File: src/include/dsp_cfg.svh
`ifndef DSP_CFG_SVH
`define DSP_CFG_SVH

// ----------------------------------------
// Register byte offsets
// ----------------------------------------
`define DSP_OFS_CTRL  8'h00
`define DSP_OFS_CNT   8'h04
`define DSP_OFS_CMPA  8'h08
`define DSP_OFS_CMPB  8'h0C
`define DSP_OFS_CAP   8'h10
`define DSP_OFS_FLAGS 8'h14
`define DSP_OFS_STAT  8'h18

// ----------------------------------------
// Field positions
// ----------------------------------------
`define DSP_F_WGM  0
`define DSP_F_COMA 4
`define DSP_F_COMB 6
`define DSP_F_CS   8
`define DSP_F_DIRA 11
`define DSP_F_DIRB 12
`define DSP_F_OVF  0
`define DSP_F_OCFA 1
`define DSP_F_OCFB 2
`define DSP_F_CAPF 3
`define DSP_F_UP   0

// ----------------------------------------
// Reset values
// ----------------------------------------
`define DSP_RST_CTRL 13'h0000
`define DSP_RST_CNT  16'h0000
`define DSP_RST_CAP  16'h0000
`define DSP_RST_CMP  16'h0000

// ----------------------------------------
// Mode codes and fixed tops
// ----------------------------------------
`define DSP_WGM_PC8     4'h1
`define DSP_WGM_PC9     4'h2
`define DSP_WGM_PC10    4'h3
`define DSP_WGM_PC_CAP  4'hA
`define DSP_WGM_PC_CMPA 4'hB
`define DSP_WGM_PF_CAP  4'h8
`define DSP_WGM_PF_CMPA 4'h9
`define DSP_TOP_8BIT    16'h00FF
`define DSP_TOP_9BIT    16'h01FF
`define DSP_TOP_10BIT   16'h03FF

// ----------------------------------------
// Prescaler masks (divide by N, mask N-1)
// ----------------------------------------
`define DSP_PS_M1    10'h000
`define DSP_PS_M8    10'h007
`define DSP_PS_M64   10'h03F
`define DSP_PS_M256  10'h0FF
`define DSP_PS_M1024 10'h3FF

`endif

File: src/include/dsp_pkg.sv
package dsp_pkg;

  typedef enum logic [1:0] {
    DSP_BUS_IDLE = 2'b01,
    DSP_BUS_EXEC = 2'b10
  } dsp_bus_st_t;

  typedef enum logic [1:0] {
    DSP_DIR_UP   = 2'b01,
    DSP_DIR_DOWN = 2'b10
  } dsp_dir_t;

  typedef struct packed {
    logic       dirB;
    logic       dirA;
    logic [2:0] cs;
    logic [1:0] comB;
    logic [1:0] comA;
    logic [3:0] wgm;
  } dsp_ctrl_t;

  typedef struct packed {
    logic       ovf;
    logic [1:0] ocf;
    logic       capf;
  } dsp_flags_t;

  typedef struct packed {
    logic        run;
    logic        load;
    logic        direct;
    logic        upNow;
    logic [15:0] cnt;
    logic [15:0] top;
  } dsp_cmp_ctx_t;

  typedef struct packed {
    logic [15:0] buffer;
    logic [15:0] active;
    logic        level;
  } dsp_chan_state_t;

  typedef struct packed {
    logic [9:0] div;
    logic       tick;
  } dsp_ps_state_t;

  typedef struct packed {
    dsp_bus_st_t bus;
    logic [7:0]  addr;
    logic        wr;
    logic        ready;
    logic        resp;
    logic [31:0] rdata;
    dsp_ctrl_t   ctrl;
    logic [15:0] cnt;
    dsp_dir_t    dir;
    logic [15:0] cap;
    dsp_flags_t  flg;
    logic [1:0]  pinOut;
    logic [1:0]  pinOe;
  } dsp_top_state_t;

endpackage : dsp_pkg

File: src/rtl/dsp_prescaler.sv
`timescale 1ns/1ps
`include "dsp_cfg.svh"

module dsp_prescaler
  import dsp_pkg::*;
(
  input  logic       clk,
  input  logic       nrst,
  input  logic [2:0] clkSel,
  output logic       tick
);

  dsp_ps_state_t st_ff;
  dsp_ps_state_t nxt_st;

  function automatic logic [9:0] divMask(input logic [2:0] sel);
    case (sel)
      3'h1:    divMask = `DSP_PS_M1;
      3'h2:    divMask = `DSP_PS_M8;
      3'h3:    divMask = `DSP_PS_M64;
      3'h4:    divMask = `DSP_PS_M256;
      default: divMask = `DSP_PS_M1024;
    endcase
  endfunction : divMask

  always_comb begin
    nxt_st     = st_ff;
    nxt_st.div = st_ff.div + 10'h001;
    nxt_st.tick = (clkSel != 3'h0) && (clkSel <= 3'h5) &&
                  ((st_ff.div & divMask(clkSel)) == divMask(clkSel));
  end

  always_ff @(posedge clk or negedge nrst) begin
    if (!nrst) begin
      st_ff <= '0;
    end else begin
      st_ff <= nxt_st;
    end
  end

  assign tick = st_ff.tick;

endmodule : dsp_prescaler

File: src/rtl/dsp_cmp_channel.sv
`timescale 1ns/1ps
`include "dsp_cfg.svh"

module dsp_cmp_channel
  import dsp_pkg::*;
(
  input  logic         clk,
  input  logic         nrst,
  input  dsp_cmp_ctx_t ctx,
  input  logic         wrEn,
  input  logic [15:0]  wrData,
  output logic [15:0]  cmpActive,
  output logic [15:0]  cmpBuffer,
  output logic         match,
  output logic         level
);

  dsp_chan_state_t st_ff;
  dsp_chan_state_t nxt_st;
  logic            matchNow;

  assign matchNow = ctx.run && (ctx.cnt == st_ff.active);

  always_comb begin
    nxt_st = st_ff;
    if (wrEn) begin
      nxt_st.buffer = wrData;
    end
    if (matchNow) begin
      if (st_ff.active == 16'h0000) begin
        nxt_st.level = 1'b0;
      end else if (st_ff.active == ctx.top) begin
        nxt_st.level = 1'b1;
      end else begin
        nxt_st.level = ~ctx.upNow;
      end
    end
    // Old value compared this step, new value from the next one
    if (ctx.load) begin
      nxt_st.active = st_ff.buffer;
    end
    // Unsupported modes never count, so have no update point to wait for
    if (ctx.direct && wrEn) begin
      nxt_st.active = wrData;
    end
  end

  always_ff @(posedge clk or negedge nrst) begin
    if (!nrst) begin
      st_ff <= '{buffer: `DSP_RST_CMP, active: `DSP_RST_CMP, level: 1'b0};
    end else begin
      st_ff <= nxt_st;
    end
  end

  assign cmpActive = st_ff.active;
  assign cmpBuffer = st_ff.buffer;
  assign match     = matchNow;
  assign level     = st_ff.level;

endmodule : dsp_cmp_channel

File: src/rtl/dsp_pwm_timer.sv
// Design decisions made here: the register offsets and register access over AHB-Lite.
`timescale 1ns/1ps
`include "dsp_cfg.svh"

// Notes on behaviour
// - Modes 1, 2, 3, 10, 11 count zero up to TOP and back down.
// - Phase correct TOP: 0x00FF, 0x01FF, 0x03FF, capture value, or compare A.
// - Frequency correct TOP: capture value in mode 8, compare A in mode 9.
// - Counter stays at TOP one timer step, then counts down.
// - Non-inverted: clear on up match, set on down match; inverted opposite.
// - Output mode two gives non-inverted, three gives inverted PWM.
// - Pin driven only while its direction bit selects output.
// - Channel match flag set whenever the running counter equals its compare value.
// - Phase correct sets the overflow flag whenever the counter reaches zero.
// - Phase correct loads compares at TOP; TOP source flag set then.
// - Frequency correct loads compares at zero with the overflow flag.
// - Frequency correct sets the TOP source flag when reaching TOP.
// - Fixed TOP masks compare bits above resolution on every write.
// - Phase correct periods run TOP to TOP; new TOP shapes up slope.
// - Non-inverted: compare zero holds output low, compare TOP holds it high; inverted opposite.
// - Timer steps on I/O clock divided by 1, 8, 64, 256 or 1024.
// - Compare A writes land in a buffer, copied at the update point.
// - Capture value has no buffer; writes act as TOP at once.

module dsp_pwm_timer
  import dsp_pkg::*;
(
  input  logic        clk,
  input  logic        nrst,
  input  logic        hsel,
  input  logic [31:0] haddr,
  input  logic [1:0]  htrans,
  input  logic        hwrite,
  input  logic [2:0]  hsize,
  input  logic [31:0] hwdata,
  input  logic        hready,
  output logic        hreadyout,
  output logic        hresp,
  output logic [31:0] hrdata,
  output logic        compareOutputA,
  output logic        compareOutputAOe,
  output logic        compareOutputB,
  output logic        compareOutputBOe
);

  localparam dsp_top_state_t StRst = '{
    bus:    DSP_BUS_IDLE,
    addr:   8'h00,
    wr:     1'b0,
    ready:  1'b1,
    resp:   1'b0,
    rdata:  32'h0000_0000,
    ctrl:   `DSP_RST_CTRL,
    cnt:    `DSP_RST_CNT,
    dir:    DSP_DIR_UP,
    cap:    `DSP_RST_CAP,
    flg:    4'h0,
    pinOut: 2'b00,
    pinOe:  2'b00
  };

  dsp_top_state_t st_ff;
  dsp_top_state_t nxt_st;

  logic         tick;
  logic         isPc;
  logic         isPf;
  logic         run;
  logic         atTop;
  logic         atZero;
  logic [15:0]  topVal;
  logic [15:0]  wrMask;
  logic [15:0]  cmpActA;
  logic [15:0]  cmpActB;
  logic [15:0]  cmpBufA;
  logic [15:0]  cmpBufB;
  logic         matchA;
  logic         matchB;
  logic         levelA;
  logic         levelB;
  logic         busWr;
  logic         wrCmpA;
  logic         wrCmpB;
  logic [31:0]  rdWord;
  dsp_cmp_ctx_t ctx;

  // ----------------------------------------
  // Mode decode
  // ----------------------------------------
  function automatic logic phaseCorrect(input logic [3:0] wgm);
    phaseCorrect = (wgm == `DSP_WGM_PC8) || (wgm == `DSP_WGM_PC9) || (wgm == `DSP_WGM_PC10) ||
                   (wgm == `DSP_WGM_PC_CAP) || (wgm == `DSP_WGM_PC_CMPA);
  endfunction : phaseCorrect

  function automatic logic topFromCap(input logic [3:0] wgm);
    topFromCap = (wgm == `DSP_WGM_PC_CAP) || (wgm == `DSP_WGM_PF_CAP);
  endfunction : topFromCap

  function automatic logic topFromCmpA(input logic [3:0] wgm);
    topFromCmpA = (wgm == `DSP_WGM_PC_CMPA) || (wgm == `DSP_WGM_PF_CMPA);
  endfunction : topFromCmpA

  function automatic logic [15:0] fixedTop(input logic [3:0] wgm);
    case (wgm)
      `DSP_WGM_PC8:  fixedTop = `DSP_TOP_8BIT;
      `DSP_WGM_PC9:  fixedTop = `DSP_TOP_9BIT;
      `DSP_WGM_PC10: fixedTop = `DSP_TOP_10BIT;
      default:       fixedTop = 16'hFFFF;
    endcase
  endfunction : fixedTop

  assign isPc = phaseCorrect(st_ff.ctrl.wgm);
  assign isPf = (st_ff.ctrl.wgm == `DSP_WGM_PF_CAP) || (st_ff.ctrl.wgm == `DSP_WGM_PF_CMPA);

  assign topVal = topFromCap(st_ff.ctrl.wgm)  ? st_ff.cap :
                  topFromCmpA(st_ff.ctrl.wgm) ? cmpActA :
                  fixedTop(st_ff.ctrl.wgm);

  assign wrMask = fixedTop(st_ff.ctrl.wgm);

  assign run    = tick && (isPc || isPf);
  assign atTop  = (st_ff.cnt == topVal);
  assign atZero = (st_ff.cnt == 16'h0000);

  // ----------------------------------------
  // Timer clock and compare channels
  // ----------------------------------------
  dsp_prescaler u_prescaler (
    .clk    (clk),
    .nrst   (nrst),
    .clkSel (st_ff.ctrl.cs),
    .tick   (tick)
  );

  assign ctx.run    = run;
  assign ctx.load   = run && (isPc ? atTop : atZero);
  assign ctx.direct = !(isPc || isPf);
  assign ctx.upNow  = (st_ff.dir == DSP_DIR_UP);
  assign ctx.cnt    = st_ff.cnt;
  assign ctx.top    = topVal;

  assign busWr  = (st_ff.bus == DSP_BUS_EXEC) && st_ff.wr;
  assign wrCmpA = busWr && (st_ff.addr == `DSP_OFS_CMPA);
  assign wrCmpB = busWr && (st_ff.addr == `DSP_OFS_CMPB);

  dsp_cmp_channel u_chan_a (
    .clk       (clk),
    .nrst      (nrst),
    .ctx       (ctx),
    .wrEn      (wrCmpA),
    .wrData    (hwdata[15:0] & wrMask),
    .cmpActive (cmpActA),
    .cmpBuffer (cmpBufA),
    .match     (matchA),
    .level     (levelA)
  );

  dsp_cmp_channel u_chan_b (
    .clk       (clk),
    .nrst      (nrst),
    .ctx       (ctx),
    .wrEn      (wrCmpB),
    .wrData    (hwdata[15:0] & wrMask),
    .cmpActive (cmpActB),
    .cmpBuffer (cmpBufB),
    .match     (matchB),
    .level     (levelB)
  );

  // ----------------------------------------
  // Register read mux
  // ----------------------------------------
  always_comb begin
    rdWord = 32'h0000_0000;
    if (st_ff.addr == `DSP_OFS_CTRL) begin
      rdWord[`DSP_F_WGM +: 4]  = st_ff.ctrl.wgm;
      rdWord[`DSP_F_COMA +: 2] = st_ff.ctrl.comA;
      rdWord[`DSP_F_COMB +: 2] = st_ff.ctrl.comB;
      rdWord[`DSP_F_CS +: 3]   = st_ff.ctrl.cs;
      rdWord[`DSP_F_DIRA]      = st_ff.ctrl.dirA;
      rdWord[`DSP_F_DIRB]      = st_ff.ctrl.dirB;
    end else if (st_ff.addr == `DSP_OFS_CNT) begin
      rdWord[15:0] = st_ff.cnt;
    end else if (st_ff.addr == `DSP_OFS_CMPA) begin
      rdWord[15:0] = cmpBufA;
    end else if (st_ff.addr == `DSP_OFS_CMPB) begin
      rdWord[15:0] = cmpBufB;
    end else if (st_ff.addr == `DSP_OFS_CAP) begin
      rdWord[15:0] = st_ff.cap;
    end else if (st_ff.addr == `DSP_OFS_FLAGS) begin
      rdWord[`DSP_F_OVF]  = st_ff.flg.ovf;
      rdWord[`DSP_F_OCFA] = st_ff.flg.ocf[0];
      rdWord[`DSP_F_OCFB] = st_ff.flg.ocf[1];
      rdWord[`DSP_F_CAPF] = st_ff.flg.capf;
    end else if (st_ff.addr == `DSP_OFS_STAT) begin
      rdWord[`DSP_F_UP] = (st_ff.dir == DSP_DIR_UP);
    end
  end

  // ----------------------------------------
  // State update
  // ----------------------------------------
  always_comb begin
    nxt_st = st_ff;

    // Bus: one wait state, so reads always see settled state
    case (st_ff.bus)
      DSP_BUS_IDLE: begin
        if (hsel && hready && htrans[1]) begin
          nxt_st.bus   = DSP_BUS_EXEC;
          nxt_st.addr  = haddr[7:0];
          nxt_st.wr    = hwrite;
          nxt_st.ready = 1'b0;
        end
      end
      DSP_BUS_EXEC: begin
        nxt_st.bus   = DSP_BUS_IDLE;
        nxt_st.ready = 1'b1;
        if (!st_ff.wr) begin
          nxt_st.rdata = rdWord;
        end
      end
      default: begin
        nxt_st.bus   = DSP_BUS_IDLE;
        nxt_st.ready = 1'b1;
      end
    endcase

    // Dual-slope counter
    if (run) begin
      if (st_ff.dir == DSP_DIR_UP) begin
        if (atTop) begin
          // turn after one step at TOP
          nxt_st.dir = DSP_DIR_DOWN;
          nxt_st.cnt = st_ff.cnt - 16'h0001;
        end else begin
          // Missed TOP wraps through 0xFFFF, as software was warned
          nxt_st.cnt = st_ff.cnt + 16'h0001;
        end
      end else begin
        if (atZero) begin
          nxt_st.dir = DSP_DIR_UP;
          nxt_st.cnt = st_ff.cnt + 16'h0001;
        end else begin
          nxt_st.cnt = st_ff.cnt - 16'h0001;
        end
      end
    end

    // Control and data writes win over counting
    if (busWr && (st_ff.addr == `DSP_OFS_CTRL)) begin
      nxt_st.ctrl.wgm  = hwdata[`DSP_F_WGM +: 4];
      nxt_st.ctrl.comA = hwdata[`DSP_F_COMA +: 2];
      nxt_st.ctrl.comB = hwdata[`DSP_F_COMB +: 2];
      nxt_st.ctrl.cs   = hwdata[`DSP_F_CS +: 3];
      nxt_st.ctrl.dirA = hwdata[`DSP_F_DIRA];
      nxt_st.ctrl.dirB = hwdata[`DSP_F_DIRB];
    end
    if (busWr && (st_ff.addr == `DSP_OFS_CNT)) begin
      nxt_st.cnt = hwdata[15:0];
    end
    // capture acts as TOP at once
    if (busWr && (st_ff.addr == `DSP_OFS_CAP)) begin
      nxt_st.cap = hwdata[15:0];
    end

    // Flags: write one clears, a set in the same cycle wins
    if (busWr && (st_ff.addr == `DSP_OFS_FLAGS)) begin
      nxt_st.flg.ovf    = st_ff.flg.ovf & ~hwdata[`DSP_F_OVF];
      nxt_st.flg.ocf[0] = st_ff.flg.ocf[0] & ~hwdata[`DSP_F_OCFA];
      nxt_st.flg.ocf[1] = st_ff.flg.ocf[1] & ~hwdata[`DSP_F_OCFB];
      nxt_st.flg.capf   = st_ff.flg.capf & ~hwdata[`DSP_F_CAPF];
    end
    if (run && atZero) begin
      nxt_st.flg.ovf = 1'b1;
    end
    if (matchA) begin
      nxt_st.flg.ocf[0] = 1'b1;
    end
    if (matchB) begin
      nxt_st.flg.ocf[1] = 1'b1;
    end
    if (run && atTop && topFromCmpA(st_ff.ctrl.wgm)) begin
      nxt_st.flg.ocf[0] = 1'b1;
    end
    if (run && atTop && topFromCap(st_ff.ctrl.wgm)) begin
      nxt_st.flg.capf = 1'b1;
    end

    nxt_st.pinOe[0]  = st_ff.ctrl.dirA && st_ff.ctrl.comA[1];
    nxt_st.pinOe[1]  = st_ff.ctrl.dirB && st_ff.ctrl.comB[1];
    nxt_st.pinOut[0] = st_ff.ctrl.comA[1] && (levelA ^ st_ff.ctrl.comA[0]);
    nxt_st.pinOut[1] = st_ff.ctrl.comB[1] && (levelB ^ st_ff.ctrl.comB[0]);
  end

  always_ff @(posedge clk or negedge nrst) begin
    if (!nrst) begin
      st_ff <= StRst;
    end else begin
      st_ff <= nxt_st;
    end
  end

  assign hreadyout        = st_ff.ready;
  assign hresp            = st_ff.resp;
  assign hrdata           = st_ff.rdata;
  assign compareOutputA   = st_ff.pinOut[0];
  assign compareOutputAOe = st_ff.pinOe[0];
  assign compareOutputB   = st_ff.pinOut[1];
  assign compareOutputBOe = st_ff.pinOe[1];

endmodule : dsp_pwm_timer

File: config.mk
export PLATFORM = sky130hd
export DESIGN_NAME = dsp_pwm_timer
export DESIGN_NICKNAME = d
export VERILOG_FILES = /design/src/include/dsp_pkg.sv /design/src/rtl/dsp_prescaler.sv /design/src/rtl/dsp_cmp_channel.sv /design/src/rtl/dsp_pwm_timer.sv
export VERILOG_INCLUDE_DIRS = /design/src /design/src/include
export SDC_FILE = /design/constraint.sdc
export NUM_CORES = 1
export LEC_CHECK = 0
export BUFFER_PORTS_ARGS = -buffer_cell sky130_fd_sc_hd__buf_2
export CAP_MARGIN = 20
export CORE_MARGIN = 10
export CORE_UTILIZATION = 53
export CTS_CLUSTER_DIAMETER = 40
export CTS_CLUSTER_SIZE = 24
export DETAILED_ROUTE_END_ITERATION = 6
export MAX_ROUTING_LAYER = met4
export PLACE_DENSITY = 0.87
export SYNTH_ARGS = -nofsm -noshare
export SYNTH_HDL_FRONTEND = slang
export SYNTH_SLANG_ARGS = --single-unit
File: constraint.sdc
create_clock -name clk -period 2.9 [get_ports clk]
set_input_delay 0.58 -clock clk [delete_from_list [all_inputs] [get_ports clk]]
set_output_delay 0.58 -clock clk [all_outputs]
set_load 0.02 [all_outputs]
==> impl_results.md <==
- Worst-Skew Late Latency: between 0.4 and 0.5 ns
- Final #Nets: approximately 1100
- PortBufs: 50
- Hold buffers post-CTS: 0
- Top-count cell post-synth: dfrtp_1
- Final wirelength: 29170 um
- DR vias: 8155
- Finish-stage setup viols: 10
- Num CTS Buffers: 17
- Core ar.: between 0.015 and 0.02 mm2
- Area leader, netlist: dfrtp_1
- Design area: about 0.011 mm2
- Grt ovf: 0
- CP Class: reg -> reg
- Ports: 112
- RSZ-0062 raised after global routing: yes
- Post-synth top cells: dfrtp_1 (157), nand2_1 (141), nor2_1 (58)
- Starting density of the core: a little over half
- Worst Setup End Kind: flip-flop
- GRT Util Overall: 26.16%
- Placed cell area: approximately 0.0099 mm2
- Part of the cycle the worst path needs: 102.1%
- CTS H-tree lvls: 4
- First-pass GRT wire length: 44880 um
- Vias in the first global route: roughly 8200
- Post-synthesis cell type count: 65
- Rel. slew slack: 52.72%
- Final min period: 2.961 ns
- Synth Flop Type: dfrtp_1
- Root buf cell: clkbuf_16
- Setup tns final: -0.2207 ns
- Async S/R FF share, synth: 100.0%
- Die Wd: roughly 150 um
- Drt first pass iters: 7
- Post-synthesis sequential area ratio: a little over two fifths
- Clk slew on worst S/H paths: 0.07 ns
- Mapped Area: 0.009145 mm2
- Syn-to-layout area delta: 18.21%
- Least-Margin Pin Slew: 0.7074 ns
- Outcome: finished with violations
- Critical Path, Cell by Cell: or3_4, or4_4, or3_4, or2_4, nor2_2, mux2_4, buf_12, mux2i_2, a21oi_1
- Worst vdd ir: about 0.6 mV
- Post-DP HPWL: between 20000 and 25000 um
- Tot Pwr: ~0.0055 W
- # DRC: 3
- Avg Vias per Cell: between 6 and 7
- Die Ht: between 150 and 200 um
- Die ar.: ~0.023 mm2
- Share of layout cells above drive strength 1: between 20% and 30%
- GP Congestion: ~1.0
- CTS max path bufs: 2
- Max Cap Viol: 0
- Clock skew: 0.01263 ns
- F_max: approximately 340 MHz
- CTS sink count: between 150 and 200
- Highest net fanout along the worst path: 14
- Critical path data arrival time: about 3.3 ns
- Leak: around 4.8 nW
- Post-synth EDFFs: 0
- Min-delay worst type: in -> async
- Initial antenna violation count: 1
- Gate Count Post-Synth: approximately 970
- CP peak stage delay: between 0.4 and 0.5 ns
- Worst path required time: about 3.2 ns
- CP startpoint kind: flip-flop
- Worst path slowest cell: or4_4
- Final Hold Viols: 0
- Setup WS post-layout: -0.06057 ns
- #FFs+latches synth: approximately 160
- First-iteration detailed-routing DRC count: roughly 1100
- Synth warn: 0
- Largest net degree at the start of global routing: 73
- Failing checks: DRC, setup timing
- PwrDens: a little over 500 mW/mm2
- CTS tree: done
- Most frequent CP cell: or3_4
- Wire length per cell: between 20 and 25 um
- Rows: 47
- Routed Antenna Nets: 0
- Fin util: roughly 65%
- Area share of the largest cell type after synthesis: a little over two fifths
- Synth area leaders: dfrtp_1 (43%), mux2i_1 (5.8%), nand2_1 (5.8%), xnor2_1 (5.3%), buf_4 (3.2%)
- Synth Area per Inst: about 9.4 um2
- Slew Limit Fails: 0
## cell families after synthesis
group / count (synthesis) / synth area share (%)
mux: 91 / 10.64
buf+inv: 118 / 6.813
simple gates: 322 / 16.90
other cells: 1 / 0.04101
flops: 159 / 43.54
xor+xnor: 88 / 8.428
compound gates: 186 / 13.09
fa+ha+maj: 4 / 0.5473
## report_power, final
group / leakage [nW] / total (W) / switching [W] / internal [W]
Combinational: 2.64 / 0.000663 / 0.000419 / 0.000244
Clock: 0.309 / 0.00240 / 0.000987 / 0.00141
Sequential: 1.83 / 0.00246 / 0.000123 / 0.00233
## cell type report
| type | instances | area [um2] |
|---|---|---|
| clock inverters | 14 | 193.9 |
| flip-flops and latches | 159 | 3981 |
| clock buffers | 18 | 439.2 |
| inverters | 22 | 82.58 |
| multi-input cells | 708 | 4785 |
| diodes | 1 | 2.502 |
| well taps | 220 | 275.3 |
| repair buffers | 142 | 1051 |
| fillers | 1256 | 5949 |
## metrics by stage
step           hold slack (ns)  setup WS (ns)  cells
6_report               0.09603       -0.06057   1284
5_1_grt                 0.1624        -0.1097   1284
4_1_cts                 0.1389       -0.08086   1277
3_5_place_dp            0.4481       -0.08941   1243
3_3_place_gp            0.4339       -0.02723   1243
2_1_floorplan           0.2844        0.01954    985
## path summary, 6_finish.rpt
check,end,depth (start not counted),slack [ns],start
max in group asynchronous,st_ff[24],2,1.93,nrst
worst min-delay path,ctx[29],1,0.1,nrst
worst min register to register,u_prescaler.st_ff[1],1,0.45,u_prescaler.st_ff[1]
min in group clk,st_ff[94],3,0.33,haddr[4]
worst max-delay path,u_chan_b.cmpActive[4],9,-0.06,ctx[22]
worst max register to register,u_chan_b.cmpActive[4],9,-0.06,ctx[22]
## layout by cell type (no fill, tap or decap), types with 16 or more instances in the layout
master,Yosys,routed
dfrtp_1,157,157
nand2_1,141,139
buf_4,39,82
nor2_1,58,54
xnor2_1,55,51
buf_2,6,49
o21ai_0,48,48
mux2i_1,53,48
xor2_1,33,33
a21oi_1,36,31
o21ai_1,26,26
mux2_2,25,24
inv_1,22,22
nand3_1,22,21
nor4_1,19,19
clkbuf_16,0,18
conb_1,1,17
nand4_1,16,16
## state kept, by name (all words and copies together) (netlist names), 10 cells and up
register	flops
st_ff	46
ctx	16
hrdata	16
u_chan_a.cmpActive	16
u_chan_a.cmpBuffer	16
u_chan_b.cmpActive	16
u_chan_b.cmpBuffer	16
u_prescaler.st_ff	10
## layer usage
metal	share of wire (%)	global-route usage, %
met2	47	40.36
met4	4.2	12.90
met5	0	-
met1	38	31.88
met3	11	5.817
## worst max-delay path: cells and delay by family, from the launching register on
| family | cells | cell delay [ns] |
|---|---|---|
| AND/OR/NAND/NOR | 5 | 1.61 |
| multiplexers | 2 | 0.49 |
| flip-flops | 1 | 0.39 |
| buffers and inverters | 1 | 0.19 |
| AO/OA/AOI/OAI | 1 | 0.11 |
## repair_timing
item,in CTS,in global routing
endpoints found under the setup margin,35,47
resized for setup,9,30
setup buffers,2,5
cloned,0,1
pin swaps,5,20
Power figures use the tool's default switching activity.
